$ cat src/cisd_pkg.sv
/*
 * constants, codes and record layout for the two-channel current input
 * scaling and diagnostics block.
 * assumes a single 20 MHz clock and a same-clock analog front end.
 */
package cisd_pkg;

	localparam int CLK_NS     = 50;
	localparam int US_NS      = 1000;
	localparam int US_CYCLES  = (US_NS + CLK_NS - 1) / CLK_NS;
	localparam logic [4:0] US_LAST = 5'(US_CYCLES - 1);

	localparam int N_CH       = 2;
	localparam int REC_BYTES  = 20;
	localparam int SHORT_BYTES = 4;
	localparam int TS_BYTE    = 16;

	typedef enum logic [1:0] {
		CISD_PATH_RECORD,
		CISD_PATH_INDEX,
		CISD_PATH_SUBINDEX
	} cisd_path_t;

	localparam logic [7:0] FN_OFF      = 8'hFF;
	localparam logic [7:0] FN_W0_20    = 8'h31;
	localparam logic [7:0] FN_N0_20    = 8'h41;
	localparam logic [7:0] FN_W4_20    = 8'h30;
	localparam logic [7:0] FN_N4_20    = 8'h40;
	localparam logic [7:0] FN_RESET    = 8'h30;

	localparam logic signed [31:0] SCALE_WIDE   = 32'sh0000_6C00;
	localparam logic signed [31:0] SCALE_NARROW = 32'sh0000_4000;
	localparam logic signed [31:0] SPAN_0_20_UA = 32'sh0000_4E20;
	localparam logic signed [31:0] SPAN_4_20_UA = 32'sh0000_3E80;
	localparam logic signed [31:0] LIVE_ZERO_UA = 32'sh0000_0FA0;
	localparam logic signed [31:0] OVR_WIDE     = 32'sh0000_7EFF;
	localparam logic signed [31:0] UND_WIDE     = 32'shFFFF_ED00;
	localparam logic signed [31:0] OVR_NARROW   = 32'sh0000_5000;
	localparam logic signed [31:0] UND_NARROW   = 32'shFFFF_F333;
	localparam logic [15:0] VAL_OVERFLOW  = 16'h7FFF;
	localparam logic [15:0] VAL_UNDERFLOW = 16'h8000;

	localparam logic [15:0] REC_SHORT  = 16'h0000;
	localparam logic [15:0] REC_FULL   = 16'h0001;
	localparam logic [15:0] REC_FN0    = 16'h0080;
	localparam logic [15:0] IDX_SHORT  = 16'h2F00;
	localparam logic [15:0] IDX_FULL   = 16'h2F01;
	localparam logic [15:0] IDX_FN0    = 16'h3100;
	localparam logic [15:0] IDX_SUBDIAG = 16'h5005;
	localparam logic [7:0]  SUB_FN0    = 8'h01;
	localparam logic [7:0]  SUB_FIRST  = 8'h02;
	localparam logic [7:0]  SUB_LASTB  = 8'h11;
	localparam logic [7:0]  SUB_TS     = 8'h13;

	localparam logic [7:0] MODINFO_RESET = 8'h15;
	localparam logic [7:0] CHKIND_RESET  = 8'h71;
	localparam logic [7:0] BITS_PER_CH   = 8'h08;
	localparam logic [7:0] CH_COUNT      = 8'h02;

	localparam int A_FAIL = 0;
	localparam int A_INT  = 1;
	localparam int A_EXT  = 2;
	localparam int A_CHAN = 3;
	localparam int A_AUX  = 4;
	localparam int A_PARM = 7;
	localparam int D_BUFOVF = 3;
	localparam int D_COMM   = 4;
	localparam int C_PARM = 0;
	localparam int C_UNF  = 6;
	localparam int C_OVF  = 7;

endpackage

$ cat src/cisd_top.sv
/*
 * current input scaling and diagnostic record for a two-channel
 * 0/4..20 mA input module: scaling per function code, error flags,
 * microsecond ticker and record/index/subindex read and write port.
 * assumes the front end delivers signed microamp samples on ref_clk and
 * the coupler issues one request at a time on ref_clk.
 */
// Contract
// - code FFh disables channel, no conversion
// - code 31h scales 27648 per 20 mA
// - code 41h scales 16384 per 20 mA
// - code 30h scales 27648 over 4..20 mA
// - code 40h scales 16384 over 4..20 mA
// - errors light channel indicator, recorded, no interrupt
// - record 01h full, record 00h first four
// - index 2F01h full, index 2F00h first four
// - subindex path under 5005h from 02h
// - first diagnostic byte module error bits
// - module information class 0101b, bit4 set
// - fourth byte: buffer overflow, communication error (buffer overflow bit held at 0)
// - channel kind byte reads 71h
// - bits per channel reads 08h
// - channel count reads 02h
// - summary bit per channel group
// - detail bit0 parameter error
// - detail bit6 underflow, bit7 overflow
// - fixed record byte order, timestamp last
// - timestamp captures ticker at diagnostic event
// - ticker from zero, per microsecond, wraps
// - function codes reset to 30h
`timescale 1ns/1ns
module cisd_top
	import cisd_pkg::*;
(
	input  wire logic                  ref_clk,
	input  wire logic                  nrst,
	input  wire logic                  aux_supply_ok,
	input  wire logic                  sample_valid,
	input  wire logic [1:0][15:0]      sample_current_ua,
	input  wire logic                  req_valid,
	input  wire logic                  req_write,
	input  wire cisd_pkg::cisd_path_t  req_path,
	input  wire logic [15:0]           req_key,
	input  wire logic [7:0]            req_sub,
	input  wire logic [4:0]            req_byte,
	input  wire logic [7:0]            req_wdata,
	output logic                       rsp_valid,
	output logic [7:0]                 rsp_data,
	output logic                       rsp_error,
	output logic [1:0][15:0]           analog_value,
	output logic [1:0]                 chan_err_led,
	output logic                       module_err_led
);
	import cisd_pkg::*;

	logic              rst_a_reg;
	logic              rst_n;
	logic              aux_a_reg;
	logic              aux_ok_reg;
	logic [4:0]        presc_reg;
	logic [31:0]       us_reg;
	logic [1:0][7:0]   fn_reg;
	logic [1:0][7:0]   detail_reg;
	logic [1:0][7:0]   detail_next;
	logic [1:0][15:0]  value_reg;
	logic [1:0][15:0]  value_next;
	logic [31:0]       ts_reg;
	logic              comm_err_reg;
	logic              rsp_valid_reg;
	logic [7:0]        rsp_data_reg;
	logic              rsp_error_reg;
	logic [7:0]        err_a;
	logic [7:0]        err_d;
	logic [7:0]        ch_summary;
	logic [7:0]        rec [0:REC_BYTES-1];
	logic              diag_event;
	logic              fn_hit;
	logic              fn_sel;
	logic              diag_hit;
	logic [4:0]        diag_pos;

	// reset released through two flops so release is glitch free
	always_ff @(posedge ref_clk or negedge nrst)
	begin
		if (!nrst)
		begin
			rst_a_reg <= 1'b0;
			rst_n     <= 1'b0;
		end
		else
		begin
			rst_a_reg <= 1'b1;
			rst_n     <= rst_a_reg;
		end
	end

	// aux supply pin is asynchronous to ref_clk
	always_ff @(posedge ref_clk or negedge rst_n)
	begin
		if (!rst_n)
		begin
			aux_a_reg  <= 1'b0;
			aux_ok_reg <= 1'b0;
		end
		else
		begin
			aux_a_reg  <= aux_supply_ok;
			aux_ok_reg <= aux_a_reg;
		end
	end

	// free running microsecond ticker, wraps at 32 bits by overflow
	always_ff @(posedge ref_clk or negedge rst_n)
	begin
		if (!rst_n)
		begin
			presc_reg <= 5'h00;
			us_reg    <= 32'h0000_0000;
		end
		else if (presc_reg == US_LAST)
		begin
			presc_reg <= 5'h00;
			us_reg    <= us_reg + 32'h0000_0001;
		end
		else
		begin
			presc_reg <= presc_reg + 5'h01;
		end
	end

	// per channel scaling with round half away from zero
	for (genvar ch = 0; ch < N_CH; ch++)
	begin : g_ch
		logic signed [31:0] cur;
		logic signed [31:0] num;
		logic signed [31:0] den;
		logic signed [31:0] scaled;
		logic signed [31:0] ovr;
		logic signed [31:0] und;
		logic               known;

		assign cur = 32'(signed'(sample_current_ua[ch]));

		always_comb
		begin
			known = 1'b1;
			num   = 32'sh0000_0000;
			den   = SPAN_0_20_UA;
			ovr   = OVR_WIDE;
			und   = UND_WIDE;
			unique case (fn_reg[ch])
				FN_W0_20: num = SCALE_WIDE * cur;
				FN_N0_20:
				begin
					num = SCALE_NARROW * cur;
					ovr = OVR_NARROW;
					und = UND_NARROW;
				end
				FN_W4_20:
				begin
					num = SCALE_WIDE * (cur - LIVE_ZERO_UA);
					den = SPAN_4_20_UA;
				end
				FN_N4_20:
				begin
					num = SCALE_NARROW * (cur - LIVE_ZERO_UA);
					den = SPAN_4_20_UA;
					ovr = OVR_NARROW;
					und = UND_NARROW;
				end
				FN_OFF: known = 1'b1;
				default: known = 1'b0;
			endcase
			if (num < 0)
				scaled = (num - (den >>> 1)) / den;
			else
				scaled = (num + (den >>> 1)) / den;
			detail_next[ch] = 8'h00;
			value_next[ch]  = 16'h0000;
			if (fn_reg[ch] == FN_OFF)
			begin
				value_next[ch] = 16'h0000;
			end
			else if (!known)
			begin
				detail_next[ch][C_PARM] = 1'b1;
			end
			else if (scaled > ovr)
			begin
				detail_next[ch][C_OVF] = 1'b1;
				value_next[ch]         = VAL_OVERFLOW;
			end
			else if (scaled < und)
			begin
				detail_next[ch][C_UNF] = 1'b1;
				value_next[ch]         = VAL_UNDERFLOW;
			end
			else
			begin
				value_next[ch] = scaled[15:0];
			end
		end
	end

	// flags are rebuilt on every conversion, so they drop with their cause
	always_ff @(posedge ref_clk or negedge rst_n)
	begin
		if (!rst_n)
		begin
			detail_reg <= '0;
			value_reg  <= '0;
		end
		else if (sample_valid)
		begin
			detail_reg <= detail_next;
			value_reg  <= value_next;
		end
	end

	// an event is any detail flag newly raised at a conversion
	assign diag_event = sample_valid &&
		(|(detail_next & ~detail_reg));

	always_ff @(posedge ref_clk or negedge rst_n)
	begin
		if (!rst_n)
			ts_reg <= 32'h0000_0000;
		else if (diag_event)
			ts_reg <= us_reg;
	end

	// record assembly
	assign ch_summary = {6'h00, |detail_reg[1], |detail_reg[0]};
	assign err_d = {3'h0, comm_err_reg, 1'b0, 3'h0};
	always_comb
	begin
		err_a         = 8'h00;
		err_a[A_PARM] = detail_reg[0][C_PARM] | detail_reg[1][C_PARM];
		err_a[A_CHAN] = |ch_summary;
		err_a[A_EXT]  = |(detail_reg[0][7:6] | detail_reg[1][7:6]);
		err_a[A_INT]  = |err_d;
		err_a[A_AUX]  = !aux_ok_reg;
		err_a[A_FAIL] = err_a[A_CHAN] | err_a[A_INT] | err_a[A_AUX];
	end

	always_comb
	begin
		for (int i = 0; i < REC_BYTES; i++)
			rec[i] = 8'h00;
		rec[0]  = err_a;
		rec[1]  = MODINFO_RESET;
		rec[3]  = err_d;
		rec[4]  = CHKIND_RESET;
		rec[5]  = BITS_PER_CH;
		rec[6]  = CH_COUNT;
		rec[7]  = ch_summary;
		rec[8]  = detail_reg[0];
		rec[9]  = detail_reg[1];
		rec[TS_BYTE]     = ts_reg[31:24];
		rec[TS_BYTE + 1] = ts_reg[23:16];
		rec[TS_BYTE + 2] = ts_reg[15:8];
		rec[TS_BYTE + 3] = ts_reg[7:0];
	end

	// address decode for the three access paths
	always_comb
	begin
		fn_hit   = 1'b0;
		fn_sel   = 1'b0;
		diag_hit = 1'b0;
		diag_pos = req_byte;
		unique case (req_path)
			CISD_PATH_RECORD:
			begin
				fn_hit = (req_key[15:1] == REC_FN0[15:1]) &&
					(req_byte == 5'h00);
				fn_sel = req_key[0];
				if (req_key == REC_FULL)
					diag_hit = req_byte < 5'(REC_BYTES);
				else if (req_key == REC_SHORT)
					diag_hit = req_byte < 5'(SHORT_BYTES);
			end
			CISD_PATH_INDEX:
			begin
				fn_hit = (req_key[15:1] == IDX_FN0[15:1]) &&
					(req_byte == 5'h00);
				fn_sel = req_key[0];
				if (req_key == IDX_FULL)
					diag_hit = req_byte < 5'(REC_BYTES);
				else if (req_key == IDX_SHORT)
					diag_hit = req_byte < 5'(SHORT_BYTES);
			end
			CISD_PATH_SUBINDEX:
			begin
				fn_hit = (req_key == IDX_FN0) && (req_byte == 5'h00) &&
					(req_sub == SUB_FN0 || req_sub == SUB_FIRST);
				fn_sel = (req_sub == SUB_FIRST);
				if (req_key == IDX_SUBDIAG)
				begin
					if (req_sub >= SUB_FIRST && req_sub <= SUB_LASTB &&
						req_byte == 5'h00)
					begin
						diag_hit = 1'b1;
						diag_pos = 5'(req_sub - SUB_FIRST);
					end
					else if (req_sub == SUB_TS &&
						req_byte < 5'(SHORT_BYTES))
					begin
						diag_hit = 1'b1;
						diag_pos = 5'(TS_BYTE) + req_byte;
					end
				end
			end
			default: ;
		endcase
	end

	// parameter writes; diagnostic bytes are read only
	always_ff @(posedge ref_clk or negedge rst_n)
	begin
		if (!rst_n)
			fn_reg <= {FN_RESET, FN_RESET};
		else if (req_valid && req_write && fn_hit)
			fn_reg[fn_sel] <= req_wdata;
	end

	// refused access raises the communication flag until a good one
	always_ff @(posedge ref_clk or negedge rst_n)
	begin
		if (!rst_n)
			comm_err_reg <= 1'b0;
		else if (req_valid)
			comm_err_reg <= !(fn_hit || (diag_hit && !req_write));
	end

	always_ff @(posedge ref_clk or negedge rst_n)
	begin
		if (!rst_n)
		begin
			rsp_valid_reg <= 1'b0;
			rsp_data_reg  <= 8'h00;
			rsp_error_reg <= 1'b0;
		end
		else
		begin
			rsp_valid_reg <= req_valid;
			rsp_error_reg <= req_valid &&
				!(fn_hit || (diag_hit && !req_write));
			if (req_valid && fn_hit)
				rsp_data_reg <= req_write ? req_wdata : fn_reg[fn_sel];
			else if (req_valid && diag_hit && !req_write)
				rsp_data_reg <= rec[diag_pos];
			else
				rsp_data_reg <= 8'h00;
		end
	end

	assign rsp_valid      = rsp_valid_reg;
	assign rsp_data       = rsp_data_reg;
	assign rsp_error      = rsp_error_reg;
	assign analog_value   = value_reg;
	// indicators only; the block has no interrupt path at all
	assign chan_err_led   = ch_summary[1:0];
	assign module_err_led = err_a[A_FAIL];

	property p_off_quiet;
		@(posedge ref_clk) disable iff (!rst_n)
		sample_valid && fn_reg[0] == FN_OFF |=>
			analog_value[0] == 16'h0000 && detail_reg[0] == 8'h00;
	endproperty
	a_off_quiet: assert property (p_off_quiet)
		else $error("disabled channel produced a value or flag");

	property p_wide_full;
		@(posedge ref_clk) disable iff (!rst_n)
		sample_valid && fn_reg[0] == FN_W0_20 &&
		sample_current_ua[0] == 16'h4E20 |=>
			analog_value[0] == 16'h6C00;
	endproperty
	a_wide_full: assert property (p_wide_full)
		else $error("20 mA wide format is not 6C00h");

	property p_narrow_full;
		@(posedge ref_clk) disable iff (!rst_n)
		sample_valid && fn_reg[0] == FN_N0_20 &&
		sample_current_ua[0] == 16'h4E20 |=>
			analog_value[0] == 16'h4000;
	endproperty
	a_narrow_full: assert property (p_narrow_full)
		else $error("20 mA narrow format is not 4000h");

	property p_live_zero;
		@(posedge ref_clk) disable iff (!rst_n)
		sample_valid && fn_reg[0] == FN_W4_20 &&
		sample_current_ua[0] == 16'h0FA0 |=>
			analog_value[0] == 16'h0000 && !chan_err_led[0];
	endproperty
	a_live_zero: assert property (p_live_zero)
		else $error("4 mA live zero is not zero");

	property p_narrow_under;
		@(posedge ref_clk) disable iff (!rst_n)
		sample_valid && fn_reg[1] == FN_N4_20 &&
		sample_current_ua[1] == 16'h0320 |=>
			analog_value[1] == 16'hF333 && !detail_reg[1][C_UNF];
	endproperty
	a_narrow_under: assert property (p_narrow_under)
		else $error("0.8 mA narrow live zero is not F333h");

	property p_short_limit;
		@(posedge ref_clk) disable iff (!rst_n)
		req_valid && !req_write && req_path == CISD_PATH_RECORD &&
		req_key == REC_SHORT && req_byte == 5'h04 |=>
			rsp_valid && rsp_error;
	endproperty
	a_short_limit: assert property (p_short_limit)
		else $error("short record served beyond four bytes");

	property p_index_modinfo;
		@(posedge ref_clk) disable iff (!rst_n)
		req_valid && !req_write && req_path == CISD_PATH_INDEX &&
		req_key == IDX_FULL && req_byte == 5'h01 |=>
			rsp_valid && !rsp_error && rsp_data == 8'h15;
	endproperty
	a_index_modinfo: assert property (p_index_modinfo)
		else $error("module information byte wrong on index path");

	property p_sub_count;
		@(posedge ref_clk) disable iff (!rst_n)
		req_valid && !req_write && req_path == CISD_PATH_SUBINDEX &&
		req_key == IDX_SUBDIAG && req_sub == 8'h08 &&
		req_byte == 5'h00 |=> rsp_data == 8'h02 && !rsp_error;
	endproperty
	a_sub_count: assert property (p_sub_count)
		else $error("channel count subindex did not read 02h");

	property p_summary;
		@(posedge ref_clk) disable iff (!rst_n)
		chan_err_led[1] == (detail_reg[1] != 8'h00) &&
		chan_err_led[0] == (detail_reg[0] != 8'h00) &&
		(module_err_led ||
			(detail_reg == '0 && aux_ok_reg && !comm_err_reg));
	endproperty
	a_summary: assert property (p_summary)
		else $error("summary flag differs from its details");

	property p_tick;
		@(posedge ref_clk) disable iff (!rst_n)
		presc_reg == US_LAST |=> us_reg == $past(us_reg) + 32'h0000_0001
			##1 us_reg == $past(us_reg);
	endproperty
	a_tick: assert property (p_tick)
		else $error("microsecond ticker step wrong");

	property p_stamp;
		@(posedge ref_clk) disable iff (!rst_n)
		diag_event |=> ts_reg == $past(us_reg);
	endproperty
	a_stamp: assert property (p_stamp)
		else $error("timestamp did not capture the ticker");

	property p_fn_reset;
		@(posedge ref_clk)
		$rose(rst_n) |-> fn_reg[0] == FN_RESET && fn_reg[1] == FN_RESET;
	endproperty
	a_fn_reset: assert property (p_fn_reset)
		else $error("function codes not 30h after reset");

endmodule

$ cat config.mk
export PLATFORM = sky130hd
export DESIGN_NAME = cisd_top
export DESIGN_NICKNAME = d
export VERILOG_FILES = /design/src/cisd_pkg.sv /design/src/cisd_top.sv
export SDC_FILE = /design/constraint.sdc
export NUM_CORES = 2
export LEC_CHECK = 0
export ABC_AREA = 1
export BUFFER_PORTS_ARGS = -buffer_cell sky130_fd_sc_hd__buf_4
export CORE_AREA = 3 3 537 273
export CTS_CLUSTER_DIAMETER = 30
export CTS_CLUSTER_SIZE = 8
export DETAILED_ROUTE_END_ITERATION = 6
export DIE_AREA = 0 0 540 276
export MAX_ROUTING_LAYER = met4
export PLACE_DENSITY = 0.58
export SYNTH_ARGS = -nofsm -noshare
export SYNTH_HDL_FRONTEND = slang
export SYNTH_SLANG_ARGS = --single-unit
$ cat constraint.sdc
create_clock -name ref_clk -period 7.6 [get_ports ref_clk]
set_input_delay 0.76 -clock ref_clk [delete_from_list [all_inputs] [get_ports ref_clk]]
set_output_delay 0.76 -clock ref_clk [all_outputs]
set_load 0.03 [all_outputs]
==> key figures <==
Status
  • Outcome: complete, but fails checks
  • Failing checks: DRC, setup timing

Floorplanning
  • Io pins: 122
  • Cell row count: 98
  • Die H: 276 µm
  • DIE AREA: roughly 150000 µm²
  • Initial core utilization: 0.399
  • Die Wd: 540 µm
  • Core ar.: around 140000 µm²

Critical path
  • Type of the worst setup path: in2reg
  • CP max stage delay: about 0.53 ns
  • Setup crit start kind: input pin
  • Critical Path RT: about 8.0 ns
  • Cell mode on critical path: nand2_2
  • Slowest cell on crit path: fa_1
  • Delay-heaviest family, CP: simple AND/OR/NAND/NOR gates
  • Worst Path Buf+Inv: 55
  • Setup crit end kind: flip-flop
  • Crit path arrival time: 32.50 ns
  • Crit-path max FO: 8

STA
  • Worst slew pin tran: ~1.4 ns
  • Setup WS post-layout: -24.50 ns
  • Setup violations, final: between 60 and 70
  • Setup TNS Final: -1624.87 ns
  • Top achievable clock speed: around 31 MHz
  • Ratio of final minimum period to clock period: 4.22
  • Final Hold Vio Count: 0
  • RSZ-0062 raised after global routing: yes
  • Fin Clk Skew: 0.0182 ns
  • Tmin final: 32.10 ns
  • Max-slew headroom: 0.0439
  • Final Max Tran Viols: 0

Place
  • Post-DP HPWL: 176000 µm
  • IO Port Bufs: between 100 and 150
  • RePlAce Congestion: 0.984

Yosys
  • Compound-Gate Fraction of Synth Area: 0.0759
  • Cells after synthesis: between 9000 and 10000
  • Top cells by area, synth: nand2_1 16%, inv_1 8.9%, ha_1 8.7%, nand3_1 7.6%, dfrtp_1 5.9%
  • Cell accounting for the most synthesized area: nand2_1
  • Yosys cell types: 104
  • Mapped Nets: between 9000 and 10000
  • Post-synth EDFFs: 0
  • Synth cell count leaders: 2361 x nand2_1, 1339 x inv_1, 866 x nand3_1
  • Syn_area_per_cell: approximately 6.2 µm²
  • XOR/XNOR share of the synthesized area: 0.0540
  • Mux contribution to synthesized area: 0.000177
  • Seq cells post-synth: approximately 140
  • Sequential area share after synthesis: 0.0610
  • Ys async rst share: 1.00
  • Post-synth top flop: dfrtp_1
  • Mapped Area: about 57000 µm²
  • Combinational family with the most area after synthesis: simple AND/OR/NAND/NOR gates
  • Synth top area share: 0.156
  • Simple-gate share of the synthesized area: 0.556
  • Cell with the most instances after synthesis: nand2_1
  • Adder-cell share of the synthesized area: 0.125
  • Synth Warn #: 0

Finish
  • Layout filler cell count: approximately 12000
  • Nets@finish: 13300
  • P&R area growth vs syn: 63.7%
  • Ant diodes: 0
  • Layout cells sized above 1: 0.482

Global route
  • Initial antenna violation count: 1
  • Tot GR Track Use: 0.284
  • Global-route wire length before repair: 346000 µm
  • Overflow after GRT: 0
  • Number of global-route vias before repair: 68800
  • Largest net degree at the start of global routing: 84

CTS
  • Reg clk slew, reported paths: 0.07 ns
  • Clock root buffer master: clkbuf_16
  • CTS Sinks: around 140
  • CTS tree: done
  • Num CTS Buffers: 17
  • Clock latency on the worst-skew pair: 0.46 ns
  • CTS max path bufs: 2
  • H-Tree Depth: 4
  • Hold Buf Count CTS: 0

Drt
  • Via Count: between 70000 and 80000
  • Pre-antenna DRT Iters: 7
  • Top sig layer: met4
  • Iter 0 DRT Violations: between 4000 and 5000
  • Routed len/inst: around 15 µm
  • WL met3: about 8500 µm
  • DR vias/cell: 4.93
  • Post-DRT Antenna Nets: 0
  • Detailed Route WL: about 220000 µm
  • Routed wl met2: around 100000 µm
  • DRC Markers: 7
  • WL met1: ~100000 µm

Min path
  • Worst hold path class: in2async

Flow run
  • MaxCap Viol Count: 0
-- cell type report --
| type | instances | area, µm² | area share |
|---|---|---|---|
| inverter | 1502 | 5950 | 0.0641 |
| timing repair buffer | 3574 | 27500 | 0.297 |
| tap | 1900 | 2380 | 0.0256 |
| sequential | 138 | 3460 | 0.0373 |
| clock buffer | 20 | 457 | 0.00492 |
| multi-input combinational | 7445 | 52900 | 0.570 |
| clock inverter | 12 | 115 | 0.00124 |
-- per-stage QoR --
step | worst slack, ns | area (µm²) | utilization | hold slack (ns) | std cells
CTS | -23.72 | 88600 | 0.623 | 0.0475 | 14400
global placement | -26.72 | 81700 | 0.574 | 0.333 | 13900
global route | -26.31 | 92800 | 0.652 | 0.0482 | 14600
detailed placement | -26.94 | 81700 | 0.574 | 0.350 | 13900
finish | -24.50 | 92800 | 0.652 | 0.0641 | 14600
floorplan | -25.57 | 58300 | - | 0.331 | 9207
-- logic make-up (layout without fill, tap and decap cells) --
family	Yosys count	count (layout)
other	1	1
adder cells (fa/ha/maj)	502	502
AO/OA/AOI/OAI	730	730
multiplexers	1	1
flip-flops	138	138
XOR/XNOR	344	344
buffers and inverters	1626	5108
AND/OR/NAND/NOR	5865	5867
-- cell usage in the layout, fill, tap and decap left out, types with 17 or more instances in the layout --
cell type / instances
fa_1: 107
nand2_8: 17
nand2_2: 526
ha_4: 158
or2_2: 20
nand3_2: 279
nand2_4: 268
clkbuf_16: 19
inv_2: 214
xor2_2: 37
xnor2_2: 21
nand4_1: 291
nor2_2: 203
buf_12: 25
inv_4: 36
clkinv_1: 18
nand3_4: 140
a21oi_4: 39
nor3_1: 88
dfrtp_1: 133
ha_1: 224
nand3b_1: 93
nor2_4: 191
o211ai_1: 25
buf_4: 3475
xnor2_1: 66
o21ai_1: 65
o21bai_1: 21
a21oi_1: 127
nand3_1: 786
o21ai_0: 168
nor3_2: 23
o21ai_2: 81
inv_1: 1197
nor2_1: 687
a21oi_2: 68
o21ai_4: 25
xor2_1: 205
nand2_1: 2154
buf_6: 63
-- path summary, 6_finish.rpt --
kind,from,end,slack (ns),depth (start not counted)
setup / recovery,sample_current_ua[22],ts_reg[31],-24.50,250
hold / removal,nrst,rst_n,0.06,1
setup reg to reg,fn_reg[11],ts_reg[31],-23.19,237
hold reg to reg,aux_a_reg,aux_ok_reg,0.36,0
max in group asynchronous,rst_n,analog_value[23],5.55,2
min in group ref_clk,aux_a_reg,aux_ok_reg,0.36,0
-- layer usage --
| metal | GRT usage | up-vias |
|---|---|---|
| li1 | - | 36600 |
| met1 | 0.372 | 33300 |
| met2 | 0.481 | 1625 |
| met3 | 0.0155 | 344 |
| met4 | 0.0646 | 0 |
| met5 | - | - |
-- timing repair --
item	CTS	global route
cloned	6	2
resized for setup	638	568
buffers inserted	425	187
pin swaps	475	573
endpoints found under the setup margin	68	68
Power is not shown: default switching activity piles up to over one toggle a cycle in this logic, so the estimate is an artifact.
